$ cat config.mk
export PLATFORM = sky130hd
export DESIGN_NAME = nfd_datapath
export DESIGN_NICKNAME = d
export VERILOG_FILES = /design/src/rtl/nfd_pkg.sv /design/src/rtl/nfd_datapath.sv /design/src/rtl/nfd_fp_unpack.sv
export SDC_FILE = /design/constraint.sdc
export NUM_CORES = 1
export LEC_CHECK = 0
export ABC_AREA = 1
export BUFFER_PORTS_ARGS = -buffer_cell sky130_fd_sc_hd__clkbuf_2
export CORE_MARGIN = 8
export CORE_UTILIZATION = 30
export CTS_BUF_LIST = sky130_fd_sc_hd__clkbuf_8
export CTS_CLUSTER_DIAMETER = 200
export DETAILED_ROUTE_END_ITERATION = 8
export GPL_ROUTABILITY_DRIVEN = 0
export PLACE_DENSITY = 0.5
export SLEW_MARGIN = 20
export SYNTH_ARGS = -nofsm -noshare
export SYNTH_HDL_FRONTEND = slang
export SYNTH_SLANG_ARGS = --single-unit
$ cat constraint.sdc
create_clock -name mclk -period 0.8 [get_ports mclk]
set_input_delay 0 -clock mclk [delete_from_list [all_inputs] [get_ports mclk]]
set_output_delay 0 -clock mclk [all_outputs]
set_load 0.02 [all_outputs]
$ cat src/rtl/nfd_pkg.sv
// Package with constants and types shared by the numeric format datapath.
package nfd_pkg;
    localparam int WORD_W = 16;
    localparam int DWORD_W = 32;
    localparam logic [15:0] BYTE_MAX = 16'h00FF;
    localparam logic [3:0] BCD_DIGIT_MAX = 4'h9;
    localparam logic [13:0] BCD_W_THOUSAND = 14'h03E8;
    localparam logic [13:0] BCD_W_HUNDRED = 14'h0064;
    localparam logic [13:0] BCD_W_TEN = 14'h000A;
    localparam logic [31:0] PLUS_INFINITY_CODE = 32'h7F80_0000;
    localparam logic [31:0] MINUS_INFINITY_CODE = 32'hFF80_0000;
    localparam logic [31:0] QUIET_NAN_CODE = 32'h7FC0_0000;
    localparam logic [31:0] SIGN_BIT = 32'h8000_0000;
    localparam logic [7:0] EXP_ALL_ONES = 8'hFF;
    localparam logic [9:0] EXP_OVERFLOW = 10'h0FF;
    localparam logic [9:0] EXP_ONE = 10'h001;
    localparam logic [7:0] ALIGN_LIMIT = 8'h1B;
    localparam logic [4:0] NORM_TOP = 5'h1A;

    // Operations the datapath can carry out on one request.
    typedef enum logic [3:0] {
        OP_BYTE_CHECK,
        OP_WORD_AND,
        OP_BCD_TO_BIN,
        OP_INT_ADD,
        OP_SIGNED32_TYPE_ADD,
        OP_FLOAT_ADD,
        OP_FLOAT_SUB,
        OP_FLOAT_GT,
        OP_FLOAT_EQ,
        OP_FLOAT_LT
    } nfd_op_e;

    // Complete registered state of the datapath.
    typedef struct packed {
        logic done;
        logic ok;
        logic [31:0] res;
    } nfd_state_s;
endpackage

$ cat src/rtl/nfd_datapath.sv
// Numeric format datapath: integer, decimal and float operations on words.
// Behaviour
// - Byte operands are unsigned 8-bit, legal from zero to 255.
// - Word operands are 16 independent bits, zero through FFFF.
// - Decimal operands hold four digits of zero to nine, total 9999.
// - Floats use the 32-bit single layout: sign, 8-bit exponent, 23 fraction.
// - A float's low half sits in the lower word, high half next.
// - Signed 16-bit values are two's complement, -32768 to +32767.
// - Signed 32-bit values span two words in two's complement.
// - Float result above the largest finite gives plus infinity, ok low.
// - Float result below the lowest finite gives minus infinity, ok low.
// - Adding plus and minus infinity returns NaN.
// - Float compare sets ok normally, clears it when an input is NaN.
`timescale 1ns/1ps
module nfd_datapath (
    input wire logic mclk,
    input wire logic resetn,
    input wire logic start,
    input wire nfd_pkg::nfd_op_e op,
    input wire logic [15:0] opa_lo,
    input wire logic [15:0] opa_hi,
    input wire logic [15:0] opb_lo,
    input wire logic [15:0] opb_hi,
    output logic done,
    output logic ok,
    output logic [15:0] res_lo,
    output logic [15:0] res_hi
);
    nfd_pkg::nfd_state_s st_r;
    nfd_pkg::nfd_state_s st_nxt;

    logic [31:0] a_bits;
    logic [31:0] b_bits;
    logic a_sign;
    logic b_sign;
    logic [7:0] a_exp;
    logic [7:0] b_exp;
    logic [23:0] a_mant;
    logic [23:0] b_mant;
    logic a_nan;
    logic b_nan;
    logic a_inf;
    logic b_inf;

    // Each float operand is decoded by its own instance of the unpack unit.
    nfd_fp_unpack #(.HALF_W(nfd_pkg::WORD_W)) u_unpack_a (
        .word_lo(opa_lo),
        .word_hi(opa_hi),
        .bits(a_bits),
        .sign(a_sign),
        .exp_eff(a_exp),
        .mant(a_mant),
        .is_nan(a_nan),
        .is_inf(a_inf)
    );

    nfd_fp_unpack #(.HALF_W(nfd_pkg::WORD_W)) u_unpack_b (
        .word_lo(opb_lo),
        .word_hi(opb_hi),
        .bits(b_bits),
        .sign(b_sign),
        .exp_eff(b_exp),
        .mant(b_mant),
        .is_nan(b_nan),
        .is_inf(b_inf)
    );

    localparam logic [9:0] EXP_ONE_L = nfd_pkg::EXP_ONE;

    // Float adder: aligns, adds, normalises and rounds to nearest even.
    logic [31:0] fadd_res;
    logic fadd_ok;
    always_comb begin
        logic bs;
        logic xs;
        logic ys;
        logic [7:0] xe;
        logic [7:0] ye;
        logic [23:0] xm;
        logic [23:0] ym;
        logic [7:0] diff;
        logic [26:0] y_ext;
        logic [26:0] y_sh;
        logic stk;
        logic [27:0] sum;
        logic [26:0] n;
        logic [9:0] ex;
        logic [4:0] pos;
        logic [4:0] lz;
        logic rnd_up;
        logic [24:0] m25;
        logic [9:0] ef;
        bs = b_sign ^ (op == nfd_pkg::OP_FLOAT_SUB);
        xs = a_sign;
        ys = bs;
        xe = a_exp;
        ye = b_exp;
        xm = a_mant;
        ym = b_mant;
        diff = 8'h00;
        y_ext = 27'h000_0000;
        y_sh = 27'h000_0000;
        stk = 1'b0;
        sum = 28'h000_0000;
        n = 27'h000_0000;
        ex = 10'h000;
        pos = 5'h00;
        lz = 5'h00;
        rnd_up = 1'b0;
        m25 = 25'h000_0000;
        ef = 10'h000;
        fadd_res = 32'h0000_0000;
        fadd_ok = 1'b1;
        // The larger magnitude goes first so the difference stays positive.
        if ({b_exp, b_mant} > {a_exp, a_mant}) begin
            xs = bs;
            ys = a_sign;
            xe = b_exp;
            ye = a_exp;
            xm = b_mant;
            ym = a_mant;
        end
        diff = xe - ye;
        y_ext = {ym, 3'b000};
        // Bits shifted out are kept as one sticky bit for correct rounding.
        if (diff >= nfd_pkg::ALIGN_LIMIT) begin
            y_sh = 27'h000_0000;
            stk = |ym;
        end else begin
            y_sh = y_ext >> diff;
            stk = |(y_ext & ((27'h000_0001 << diff) - 27'h000_0001));
        end
        y_sh[0] = y_sh[0] | stk;
        if (xs == ys) begin
            sum = {1'b0, xm, 3'b000} + {1'b0, y_sh};
        end else begin
            sum = {1'b0, xm, 3'b000} - {1'b0, y_sh};
        end
        ex = {2'b00, xe};
        // Carry out shifts right once; otherwise shift left to the top bit.
        if (sum[27]) begin
            n = {sum[27:2], sum[1] | sum[0]};
            ex = ex + EXP_ONE_L;
        end else begin
            for (int i = 0; i < 27; i++) begin
                if (sum[i]) begin
                    pos = 5'(i);
                end
            end
            lz = nfd_pkg::NORM_TOP - pos;
            // A denormal result stops shifting at the smallest exponent.
            if ({5'h00, lz} > ex - EXP_ONE_L) begin
                lz = 5'(ex - EXP_ONE_L);
            end
            n = sum[26:0] << lz;
            ex = ex - {5'h00, lz};
        end
        rnd_up = n[2] & (n[1] | n[0] | n[3]);
        m25 = {1'b0, n[26:3]} + {24'h00_0000, rnd_up};
        if (m25[24]) begin
            ef = ex + EXP_ONE_L;
        end else if (m25[23]) begin
            ef = ex;
        end else begin
            ef = 10'h000;
        end
        fadd_res = {xs, ef[7:0], m25[22:0]};
        if (sum == 28'h000_0000) begin
            fadd_res = {(xs & ys), 31'h0000_0000};
        end
        // Overflow saturates to the infinity of the result's sign.
        if (ef >= nfd_pkg::EXP_OVERFLOW) begin
            fadd_ok = 1'b0;
            fadd_res = xs ? nfd_pkg::MINUS_INFINITY_CODE
                          : nfd_pkg::PLUS_INFINITY_CODE;
        end
        // Infinite operands pass through; opposite infinities give the quiet NaN with ok low.
        if (a_inf || b_inf) begin
            fadd_ok = 1'b1;
            fadd_res = a_inf ? a_bits : {bs, b_bits[30:0]};
            if (a_inf && b_inf && (a_sign != bs)) begin
                fadd_ok = 1'b0;
                fadd_res = nfd_pkg::QUIET_NAN_CODE;
            end
        end
        if (a_nan || b_nan) begin
            fadd_ok = 1'b0;
            fadd_res = nfd_pkg::QUIET_NAN_CODE;
        end
    end

    // Ordered keys make float compare a plain unsigned compare.
    logic [31:0] a_key;
    logic [31:0] b_key;
    logic [31:0] a_nz;
    logic [31:0] b_nz;
    assign a_nz = (a_bits[30:0] == 31'h0000_0000) ? 32'h0000_0000 : a_bits;
    assign b_nz = (b_bits[30:0] == 31'h0000_0000) ? 32'h0000_0000 : b_bits;
    assign a_key = a_nz[31] ? ~a_nz : (a_nz | nfd_pkg::SIGN_BIT);
    assign b_key = b_nz[31] ? ~b_nz : (b_nz | nfd_pkg::SIGN_BIT);

    // Integer sums with two's complement overflow detection.
    logic [15:0] int_sum;
    logic [31:0] signed32_type_sum;
    assign int_sum = opa_lo + opb_lo;
    assign signed32_type_sum = {opa_hi, opa_lo} + {opb_hi, opb_lo};

    // Next state: one request computed in each cycle that start is high.
    always_comb begin
        logic [13:0] bcd_bin;
        bcd_bin = 14'h0000;
        st_nxt = st_r;
        st_nxt.done = 1'b0;
        if (start) begin
            st_nxt.done = 1'b1;
            st_nxt.ok = 1'b1;
            st_nxt.res = 32'h0000_0000;
            case (op)
                nfd_pkg::OP_BYTE_CHECK: begin
                    st_nxt.ok = (opa_lo <= nfd_pkg::BYTE_MAX);
                    st_nxt.res = {24'h00_0000, opa_lo[7:0]};
                end
                nfd_pkg::OP_WORD_AND: begin
                    st_nxt.res = {16'h0000, opa_lo & opb_lo};
                end
                nfd_pkg::OP_BCD_TO_BIN: begin
                    st_nxt.ok = (opa_lo[15:12] <= nfd_pkg::BCD_DIGIT_MAX) &&
                                (opa_lo[11:8] <= nfd_pkg::BCD_DIGIT_MAX) &&
                                (opa_lo[7:4] <= nfd_pkg::BCD_DIGIT_MAX) &&
                                (opa_lo[3:0] <= nfd_pkg::BCD_DIGIT_MAX);
                    bcd_bin = 14'({10'h000, opa_lo[15:12]} *
                                  nfd_pkg::BCD_W_THOUSAND) +
                              14'({10'h000, opa_lo[11:8]} *
                                  nfd_pkg::BCD_W_HUNDRED) +
                              14'({10'h000, opa_lo[7:4]} *
                                  nfd_pkg::BCD_W_TEN) +
                              {10'h000, opa_lo[3:0]};
                    st_nxt.res = {18'h0_0000, bcd_bin};
                end
                nfd_pkg::OP_INT_ADD: begin
                    st_nxt.ok = !((opa_lo[15] == opb_lo[15]) &&
                                  (int_sum[15] != opa_lo[15]));
                    st_nxt.res = {{16{int_sum[15]}}, int_sum};
                end
                nfd_pkg::OP_SIGNED32_TYPE_ADD: begin
                    st_nxt.ok = !((opa_hi[15] == opb_hi[15]) &&
                                  (signed32_type_sum[31] != opa_hi[15]));
                    st_nxt.res = signed32_type_sum;
                end
                nfd_pkg::OP_FLOAT_ADD, nfd_pkg::OP_FLOAT_SUB: begin
                    st_nxt.ok = fadd_ok;
                    st_nxt.res = fadd_res;
                end
                nfd_pkg::OP_FLOAT_GT, nfd_pkg::OP_FLOAT_EQ,
                nfd_pkg::OP_FLOAT_LT: begin
                    st_nxt.ok = !(a_nan || b_nan);
                    if (!(a_nan || b_nan)) begin
                        if (op == nfd_pkg::OP_FLOAT_GT) begin
                            st_nxt.res[0] = (a_key > b_key);
                        end else if (op == nfd_pkg::OP_FLOAT_EQ) begin
                            st_nxt.res[0] = (a_key == b_key);
                        end else begin
                            st_nxt.res[0] = (a_key < b_key);
                        end
                    end
                end
                default: begin
                    st_nxt.ok = 1'b0;
                end
            endcase
        end
    end

    // State register.
    always_ff @(posedge mclk or negedge resetn) begin
        if (!resetn) begin
            st_r <= '0;
        end else begin
            st_r <= st_nxt;
        end
    end

    // Outputs come straight from the state register.
    assign done = st_r.done;
    assign ok = st_r.ok;
    assign res_lo = st_r.res[15:0];
    assign res_hi = st_r.res[31:16];
endmodule

$ cat src/rtl/nfd_fp_unpack.sv
// Splits a float held in two memory words into its fields and classes.
`timescale 1ns/1ps
module nfd_fp_unpack #(
    parameter int HALF_W = 16
) (
    input wire logic [HALF_W-1:0] word_lo,
    input wire logic [HALF_W-1:0] word_hi,
    output logic [2*HALF_W-1:0] bits,
    output logic sign,
    output logic [7:0] exp_eff,
    output logic [23:0] mant,
    output logic is_nan,
    output logic is_inf
);
    // Low word is the less significant half, the next word the upper half.
    assign bits = {word_hi, word_lo};
    // Sign, 8-bit exponent and 23-bit fraction of the single layout.
    assign sign = bits[31];
    assign exp_eff = (bits[30:23] == 8'h00) ? 8'h01 : bits[30:23];
    assign mant = {(bits[30:23] != 8'h00), bits[22:0]};
    assign is_nan = (bits[30:23] == nfd_pkg::EXP_ALL_ONES) &&
                    (bits[22:0] != 23'h00_0000);
    assign is_inf = (bits[30:23] == nfd_pkg::EXP_ALL_ONES) &&
                    (bits[22:0] == 23'h00_0000);
endmodule

==> results.ini, run 1 <==
[synthesis]
yosys-top-cells-area=nand2_1, ha_1, nand3_1, inv_1, nor2_1
yosysMostFrequentCell=nand2_1
netlist_instances=3120
yosys_warnings=0
ys.flop_type=dfrtp_1
synth_commonest_cells=nand2_1, inv_1, nand3_1
synth_edf_count=0
async_flop_share_pct=100.0
ys_seq_area_share_pct=4.852
syn_area_per_cell_um2=5.620
synth_seq_cells=34
yosysTopAreaCell=nand2_1
synthDistinctLibCells=75
synth_top_area_share_pct=18.00
syn-cell-area_um2=17530
synth_fp_nets=3430

[critical_path]
critPathKind=in -> reg
worst_setup_path_start_kind=input port
cpPeakStageDelay_ps=390
crit_top_cell=nand2_2
required_ps=1040
cp.arrival_ps=12080
crit_buf_inv=14
reg2reg_depth=3
crit_fanout=6
critPathSlowestCell=fa_2
r2r_start=res_hi[3]
cp_top_family=simple AND/OR/NAND/NOR gates
r2r-end=res_hi[3]
end_kind=flop
reg2reg_slack_ps=30

[cells_and_area]
final_area_um2=28810
drive_gt1_share_pct=37.56
layout.nets=4532
syn_to_final_growth_pct=64.29
stdcell_count=4989

[route]
first_iter_violations=1995
viasPerCell=4.948
post_drt_wl_per_cell_um=17.07
postRouteAntennaNets=0
drt_first_pass_iters=6
drc=0
vias=24684
drt_wl_total_um=85150

[run_status]
status=complete, but fails checks
violations=negative setup slack

[clock_network]
root_buffer=clkbuf_8
clk-insertion-delay-late_ps=300
cts_num_sinks=34
htreeDepth=2
cts_buffers=5
cts.clk_slew.worst_paths_ps=80
cts_buffer_depth=2
cts_tree=built

[timing]
fmax_ghz=0.08448
rsz0062_at_grt=yes
relSlewSlack_pct=32.48
fin_crit_sh_pct=1480
setup-tns-final_ps=-359500
fin_ws_ps=-11040
holdWs_ps=58.14
tightestPinTransition_ps=1013
finalMaxSlewViolations=0
setup_viol=67
clock-skew-final_ps=0
finalHoldViolCount=0
fin_crit_ps=11840

[global_route]
grt_antenna_before_repair=1
grt_usage_pct=24.40
grt_pass1_wl_um=131300
overflow=0
grt_max_degree=75
grt_pass1_vias=24085

[floorplanning]
die_w_um=257.8
core_um2=57700
start_util_pct=30.39
rows=88
num_io_pins=105
dieArea_um2=66440
die_y_um=257.8

[run]
drv_cap=0

[placement]
hpwl_um=71430
io_buffers=104
placedCellCount=4879
post_dp_cell_area_um2=26410

[worst_hold_path]
min_from=start
hold_end=res_lo[6]
hold_depth=4
hp-class=in -> reg

[pwr]
vdd_drop_max_mv=1.588
power-per-cell-area_nw_per_um2=2682
leakagePower_nw=15.75

## cell usage in the layout (no fill, tap or decap), types with 28 or more instances in the layout
cell type,count
inv_1,406
nand4_1,67
nand3_1,289
nand2_1,776
nand3_2,44
nor2_2,30
o21ai_1,44
nor3_1,28
inv_2,32
xor2_1,77
buf_4,1046
o21ai_0,139
nor2_1,261
a21oi_1,149
buf_6,54
ha_1,201
nand2_2,75
clkbuf_2,59
dfrtp_1,34
## worst reg2reg max path, stage by stage, from the launching register on
cell	delay (ps)
dfrtp_1	410
buf_4	140
nand2_1	60
nand2_1	50
## area by class of cell
class,count,area (um^2)
clock buffer,6,82.58
sequential,34,850.8
tap,765,957.2
timing repair buffer,1195,9389
inverter,456,1765
fill,6022,28890
antenna,1,2.502
multi-input combinational,2530,15750
clock inverter,2,12.51
## metal layers
layer | GRT usage (%) | part of all wire, %
met2 | 42.58 | 47
met5 | 0 | 0
met1 | 31.29 | 43
met4 | 8.452 | 4.4
met3 | 2.019 | 5.2
## sequential cells by signal, indices dropped and copies added (netlist names)
| signal | flops |
|---|---|
| res_hi | 16 |
| res_lo | 16 |
| ok | 1 |
| done | 1 |
## metrics by stage
| stage | total power [mW] | setup WS (ps) | util [%] |
|---|---|---|---|
| floorplan | 35.45 | -10330 | - |
| global placement | 66.79 | -11390 | 45.77 |
| detailed placement | 66.68 | -11540 | 45.77 |
| CTS | 72.57 | -10510 | 48.17 |
| global route | 83.85 | -11850 | 49.93 |
| finish | 77.25 | -11040 | 49.93 |
## where the power goes
| part | leakage [nW] | internal [mW] | switching (mW) |
|---|---|---|---|
| Combinational | 15.2 | 33.7 | 39.7 |
| Clock | 0.0472 | 0.692 | 0.691 |
| Sequential | 0.454 | 2.16 | 0.385 |
| Total | 15.7 | 36.5 | 40.7 |
## repair_timing
| item | 4_1_cts | 5_1_grt |
|---|---|---|
| setup buffers | 70 | 26 |
| pin swaps | 63 | 118 |
| endpoints found under the hold margin | 34 | 0 |
| hold buffers | 1 | 0 |
| resized for setup | 182 | 240 |
| endpoints found under the setup margin | 67 | 67 |
| gates cloned | 3 | 1 |
## worst max-delay path by stage
stage	start	to	cells after the start
2_1_floorplan	opa_hi[13]	ok	100
5_1_grt	opa_hi[13]	res_hi[11]	102
6_report	opa_hi[13]	res_hi[11]	102
3_5_place_dp	opb_hi[11]	res_lo[7]	92
4_1_cts	opb_hi[12]	res_lo[8]	93
3_3_place_gp	opb_hi[11]	res_lo[7]	93
## cells by family (layout without fill, tap and decap cells)
group	Yosys count	after routing	synth area share [%]
xor gates and xnor gates	101	101	5.173
and+or+nand+nor	1678	1682	42.22
buffers and inverters	560	1659	13.39
DFF	34	34	4.852
AOI/OAI and AO/OA	507	507	16.40
muxes	1	1	0.05709
adders and majority gates	239	239	17.91
other	0	1	0
Power figures use the tool's default switching activity.
==> run 2: changes to the inputs <==
CAP_MARGIN = 20   (was unset)
CORE_ASPECT_RATIO = 1.2   (was unset)
PLACE_DENSITY = unset   (was 0.5)
PLACE_DENSITY_LB_ADDON = 0.08   (was unset)
==> run 2 against run 1 <==
Compared with the run above:
- the run still ends with negative setup slack left
- first-iteration DRC count is 15% lower
- final area is 0.48% higher
- maximum frequency is 1.7% higher
- global-route usage is 1.5 points higher
- largest power group unchanged
- wire length is 5.0% higher
- combinational power is 3.1% higher
- utilization is 0.14 points lower
- critical path depth stayed put
- power is 3.2% higher
- worst hold slack better by 67 ps
- sequential share of layout area hardly changed
==> results.ini, run 2 (synthesis gave the netlist of run 1 again) <==
[run_status]
status=complete, but fails checks  ; unchanged
violations=negative setup slack  ; unchanged

[route]
postRouteAntennaNets=0  ; unchanged
viasPerCell=5.046  ; was 4.948
drc=0  ; unchanged
vias=25098  ; was 24684
first_iter_violations=1692  ; was 1995
post_drt_wl_per_cell_um=17.97  ; was 17.07 um
drt_wl_total_um=89400  ; was 85150 um
drt_first_pass_iters=6  ; unchanged

[cells_and_area]
num-fill-cells=6036  ; was 6022
drive_gt1_share_pct=37.76  ; was 37.56%
multi_input_area_um2=15840  ; was 15750 um^2
syn_to_final_growth_pct=65.07  ; was 64.29%
fin_util_pct=49.79  ; was 49.93%
final_common_cell=buf_4  ; unchanged
stdcell_count=4974  ; was 4989
layout.nets=4541  ; was 4532
final_cell_mix=buf_4, nand2_1, inv_1, nand3_1, nor2_1  ; unchanged
seqCellArea_um2=850.8  ; unchanged
diodes=0  ; was 1
final_area_um2=28940  ; was 28810 um^2

[clock_network]
cts_tree=built  ; unchanged
htreeDepth=2  ; unchanged
cts_buffer_depth=2  ; unchanged
cts_num_sinks=34  ; unchanged
cts_buffers=5  ; unchanged
clk-insertion-delay-late_ps=290  ; was 300 ps
cts.clk_slew.worst_paths_ps=70  ; was 80 ps
root_buffer=clkbuf_8  ; unchanged

[pwr]
vdd_drop_max_mv=1.889  ; was 1.588 mV
power-per-cell-area_nw_per_um2=2754  ; was 2682 nW/um^2
leakagePower_nw=15.90  ; was 15.75 nW

[global_route]
grt-busiest-layer=met2  ; unchanged
overflow=0  ; unchanged
grt_pass1_vias=25327  ; was 24085
grt_max_degree=74  ; was 75
grt_usage_pct=25.86  ; was 24.40%
met3_usage_pct=1.599  ; was 2.019%
grt_pass1_wl_um=137800  ; was 131300 um
grtUsageMet2_pct=47.06  ; was 42.58%
grtUsageMet1_pct=30.47  ; was 31.29%
grt_antenna_before_repair=1  ; unchanged

[critical_path]
crit_fanout=18  ; was 6
cpPeakStageDelay_ps=390  ; about the same
worst_setup_path_start_kind=input port  ; unchanged
end_kind=flop  ; unchanged
critPathSlowestCell=fa_2  ; unchanged
crit_top_cell=nand2_2  ; unchanged
critPathKind=in -> reg  ; unchanged
required_ps=980  ; was 1040 ps
reg2reg_depth=3  ; unchanged
cp.arrival_ps=11820  ; was 12080 ps

[placement]
pre_cts_slack_ps=-12040  ; was -11540 ps
hpwl_um=75430  ; was 71430 um
placedCellCount=4859  ; was 4879
io_buffers=104  ; unchanged
post_dp_cell_area_um2=26360  ; was 26410 um^2

[floorplanning]
rows=97  ; was 88
core_um2=58130  ; was 57700 um^2
dieArea_um2=66470  ; was 66440 um^2
die_w_um=236.7  ; was 257.8 um
num_io_pins=105  ; unchanged
start_util_pct=30.16  ; was 30.39%
die_y_um=280.8  ; was 257.8 um

[timing]
relSlewSlack_pct=46.51  ; was 32.48%
setup_viol=66  ; was 67
finalHoldViolCount=0  ; unchanged
fin_crit_sh_pct=1455  ; was 1480%
fin_crit_ps=11640  ; was 11840 ps
holdWs_ps=125.1  ; was 58.14 ps
rsz0062_at_grt=yes  ; unchanged
clock-skew-final_ps=0  ; unchanged
finalMaxSlewViolations=0  ; unchanged
fin_ws_ps=-10840  ; was -11040 ps
tightestPinTransition_ps=795.5  ; was 1013 ps
fmax_ghz=0.08593  ; was 0.08448 GHz

[worst_hold_path]
hp-class=in -> async  ; was in -> reg

[run]
drv_cap=0  ; unchanged

==> run 2: timing repair <==
action,in CTS,in global routing
hold buffers,2,0
setup buffers,78,22
endpoints found under the setup margin,67,67
endpoints found under the hold margin,35,0
gates cloned,7,0
pin swaps,126,62
gates resized for setup,267,144
==> run 2: area by class of cell <==
type / count / area share (%)
Sequential cell: 34 / 2.940
Clock buffer: 5 / 0.2378
Tap cell: 742 / 3.208
Timing Repair Buffer: 1204 / 32.64
Inverter: 456 / 6.125
Clock inverter: 3 / 0.1383
Multi-Input combinational cell: 2530 / 54.71
==> run 2: per-stage QoR <==
step,TNS (ps),power [mW]
2_1_floorplan,-334000,35.45
3_3_place_gp,-383710,67.35
3_5_place_dp,-390810,67.60
4_1_cts,-349540,76.88
5_1_grt,-379870,86.32
6_report,-353110,79.71
==> run 2: final timing paths <==
check	from	to	slack, ps
worst min-delay path	resetn	res_hi[7]	130
min in group mclk	start	res_lo[15]	150
worst min register to register	res_hi[3]	res_hi[3]	500
max in group asynchronous	resetn	res_hi[15]	240
worst max-delay path	opb_hi[11]	res_hi[3]	-10840
worst max register to register	res_lo[11]	res_lo[11]	-10
==> run 2: worst max-delay path: cells and delay by family <==
family	cells	cell delay (ps)
AND/OR/NAND/NOR	64	6530
AO/OA/AOI/OAI	15	2230
buffers and inverters	17	1730
adder cells (fa/ha/maj)	6	1270
==> run 2: layer usage <==
| layer | vias up | part of all wire, % |
|---|---|---|
| met5 | - | 0 |
| met4 | 0 | 5.9 |
| met3 | 213 | 4.2 |
| met2 | 807 | 49 |
| met1 | 11622 | 41 |
| li1 | 12456 | - |
==> run 2: power breakdown <==
part	internal [mW]	switching, mW
Sequential	2.17	0.377
Combinational	34.7	40.9
Clock	0.917	0.662
Total	37.8	41.9
==> run 3: changes to the inputs <==
--- a/config.mk
+++ b/config.mk
@@ -8,3 +8,3 @@
 export ABC_AREA = 1
-export BUFFER_PORTS_ARGS = -buffer_cell sky130_fd_sc_hd__clkbuf_2
+export BUFFER_PORTS_ARGS = -buffer_cell sky130_fd_sc_hd__buf_4
 export CAP_MARGIN = 20
==> constraint.sdc (replaced) <==
create_clock -name mclk -period 0.8 [get_ports mclk]
set_input_delay 0.04 -clock mclk [delete_from_list [all_inputs] [get_ports mclk]]
set_output_delay 0.04 -clock mclk [all_outputs]
set_load 0.02 [all_outputs]
==> run 3 against run 2 <==
Compared with the run above:
- the run still ends with negative setup slack left
- setup slack lost 180 ps
- register-to-register slack gained 40 ps
- first-iteration DRC count grew 4.3%
- wire length grew 0.49%
- power shrank 2.0%
- maximum frequency shrank 1.5%
- critical path depth grew 1
- utilization grew 0.37 points
- count of clock-buffer cells in the layout grew 3
- final area grew 0.74%
- global-route usage is essentially flat
- die area is the same
- critical path type unchanged
==> results.ini, run 3 (synthesis gave the netlist of run 1 again) <==
[timing]
rsz0062_at_grt=yes  ; unchanged
fmax_ghz=0.08462  ; was 0.08593 GHz
relSlewSlack_pct=32.85  ; was 46.51%
finalMaxSlewViolations=0  ; unchanged
tightestPinTransition_ps=1007  ; was 795.5 ps
setup-tns-final_ps=-360660  ; was -353110 ps
fin_crit_ps=11820  ; was 11640 ps
fin_crit_sh_pct=1477  ; was 1455%
setup_viol=67  ; was 66
fin_ws_ps=-11020  ; was -10840 ps
finalHoldViolCount=0  ; unchanged
clock-skew-final_ps=0  ; unchanged

[cells_and_area]
fin_util_pct=50.16  ; was 49.79%
final_common_cell=buf_4  ; unchanged
layout.nets=4570  ; was 4541
final_cell_mix=buf_4, nand2_1, inv_1, nand3_1, nor2_1  ; unchanged
drive_gt1_share_pct=37.97  ; was 37.76%
stdcell_count=5003  ; was 4974
syn_to_final_growth_pct=66.29  ; was 65.07%
diodes=0  ; unchanged

[route]
drt_first_pass_iters=8  ; was 6
drt_wl_total_um=89840  ; was 89400 um
viasPerCell=5.033  ; was 5.046
drc=0  ; unchanged
wl_met2_um=44960  ; was 43900 um
first_iter_violations=1764  ; was 1692
vias=25181  ; was 25098
dr_wl_met3_um=3298  ; was 3795 um
post_drt_wl_per_cell_um=17.96  ; was 17.97 um
wl_met1_um=36520  ; was 36450 um
postRouteAntennaNets=0  ; unchanged
highest_layer=met4  ; unchanged

[run_status]
violations=negative setup slack  ; unchanged
status=complete, but fails checks  ; unchanged

[pwr]
power-per-cell-area_nw_per_um2=2679  ; was 2754 nW/um^2
power_mw=78.10  ; was 79.71 mW
vdd_drop_max_mv=2.038  ; was 1.889 mV
leakagePower_nw=15.97  ; was 15.90 nW

[critical_path]
critPathKind=in -> reg  ; unchanged
crit_top_cell=buf_4  ; was nand2_2
required_ps=990  ; was 980 ps
worst_setup_path_start_kind=input port  ; unchanged
critPathLaunch=opa_hi[13]  ; was opb_hi[11]
end_kind=flop  ; unchanged
r2r_start=res_lo[13]  ; was res_lo[11]
cp_top_family=simple AND/OR/NAND/NOR gates  ; unchanged
reg2reg_depth=3  ; unchanged
critPathSlowestCell=nor3_4  ; was fa_2
cpPeakStageDelay_ps=320  ; was 390 ps
crit_buf_inv=26  ; was 17
crit_fanout=7  ; was 18
cp.arrival_ps=12000  ; was 11820 ps
reg2reg_slack_ps=30  ; was -10 ps
r2r-end=res_lo[13]  ; was res_lo[11]

[global_route]
grt_usage_pct=25.88  ; was 25.86%
overflow=0  ; unchanged
grt_pass1_wl_um=138000  ; was 137800 um
grt_antenna_before_repair=0  ; was 1
grt_pass1_vias=25373  ; was 25327
grt_max_degree=52  ; was 74

[clock_network]
cts_tree=built  ; unchanged
cts_buffer_depth=2  ; unchanged
clk-insertion-delay-late_ps=290  ; about the same
cts_buffers=5  ; unchanged
cts.clk_slew.worst_paths_ps=70  ; about the same
root_buffer=clkbuf_8  ; unchanged
cts_num_sinks=34  ; unchanged
htreeDepth=2  ; unchanged

[run]
drv_cap=0  ; unchanged

[floorplanning]
start_util_pct=30.16  ; unchanged
die_y_um=280.8  ; unchanged
die_w_um=236.7  ; unchanged
rows=97  ; unchanged
dieArea_um2=66470  ; unchanged
core_um2=58130  ; unchanged
num_io_pins=105  ; unchanged

[worst_hold_path]
hold_end=done
min_from=start
hp-class=in -> reg  ; was in -> async
hold_depth=2

[placement]
placedCellCount=4842  ; was 4859
io_buffers=104  ; unchanged
hpwl_um=75590  ; was 75430 um
pre_cts_slack_ps=-11830  ; was -12040 ps

==> run 3: cell types whose count changed in the layout (fill, tap and decap cells not counted), sizes merged <==
cell         change
nand4            -1
inv              -2
clkinv           -1
bufbuf           -1
nand2            +3
clkinvlp         +1
clkbuf          -77
bufinv           -1
dlygate4sd3      -1
buf            +109
==> run 3: cell type report <==
class | count | area [um^2]
clock buffers | 8 | 110.1
fillers | 6084 | 28980
inverters | 456 | 1769
multi-input cells | 2532 | 15690
flip-flops and latches | 34 | 850.8
well taps | 742 | 928.4
repair buffers | 1231 | 9806
==> run 3: worst register-to-register path, stage by stage, from the launching register on <==
cell	delay, ps
dfrtp_1	410
buf_4	150
nand2_1	50
o21ai_1	50
==> run 3: stage by stage <==
step           cell area (um^2)  hold slack [ps]
2_1_floorplan             17870           -255.6
3_3_place_gp              26530            18.21
3_5_place_dp              26530            20.02
4_1_cts                   28350            42.81
5_1_grt                   29160            47.48
6_report                  29160            50.28
==> run 3: metal layers <==
metal,vias to the layer above,GRT usage [%]
li1,12533,-
met1,11707,30.12
met2,717,47.53
met3,224,1.746
met4,0,12.86
met5,-,0
==> run 3: power breakdown <==
| part | switching [mW] | internal (mW) | total (mW) |
|---|---|---|---|
| clock | 0.651 | 0.870 | 1.52 |
| sequential | 0.389 | 2.17 | 2.55 |
| combinational | 39.9 | 34.2 | 74.0 |
| total | 40.9 | 37.2 | 78.1 |
==> run 3: what timing repair did <==
action	in CTS	in global routing
gates resized for setup	193	140
endpoints found under the hold margin	34	0
cloned	4	2
setup endpoints to repair	67	67
pin swaps	65	94
hold buffers	1	0
setup buffers	121	44
==> run 3: how the worst max path moves through the flow <==
stage	to	slack, ps	depth (start not counted)
floorplan	ok	-10370	100
global placement	ok	-11520	95
detailed placement	res_hi[2]	-11830	93
CTS	res_lo[15]	-10700	102
global route	ok	-11860	105
finish	res_lo[15]	-11020	103
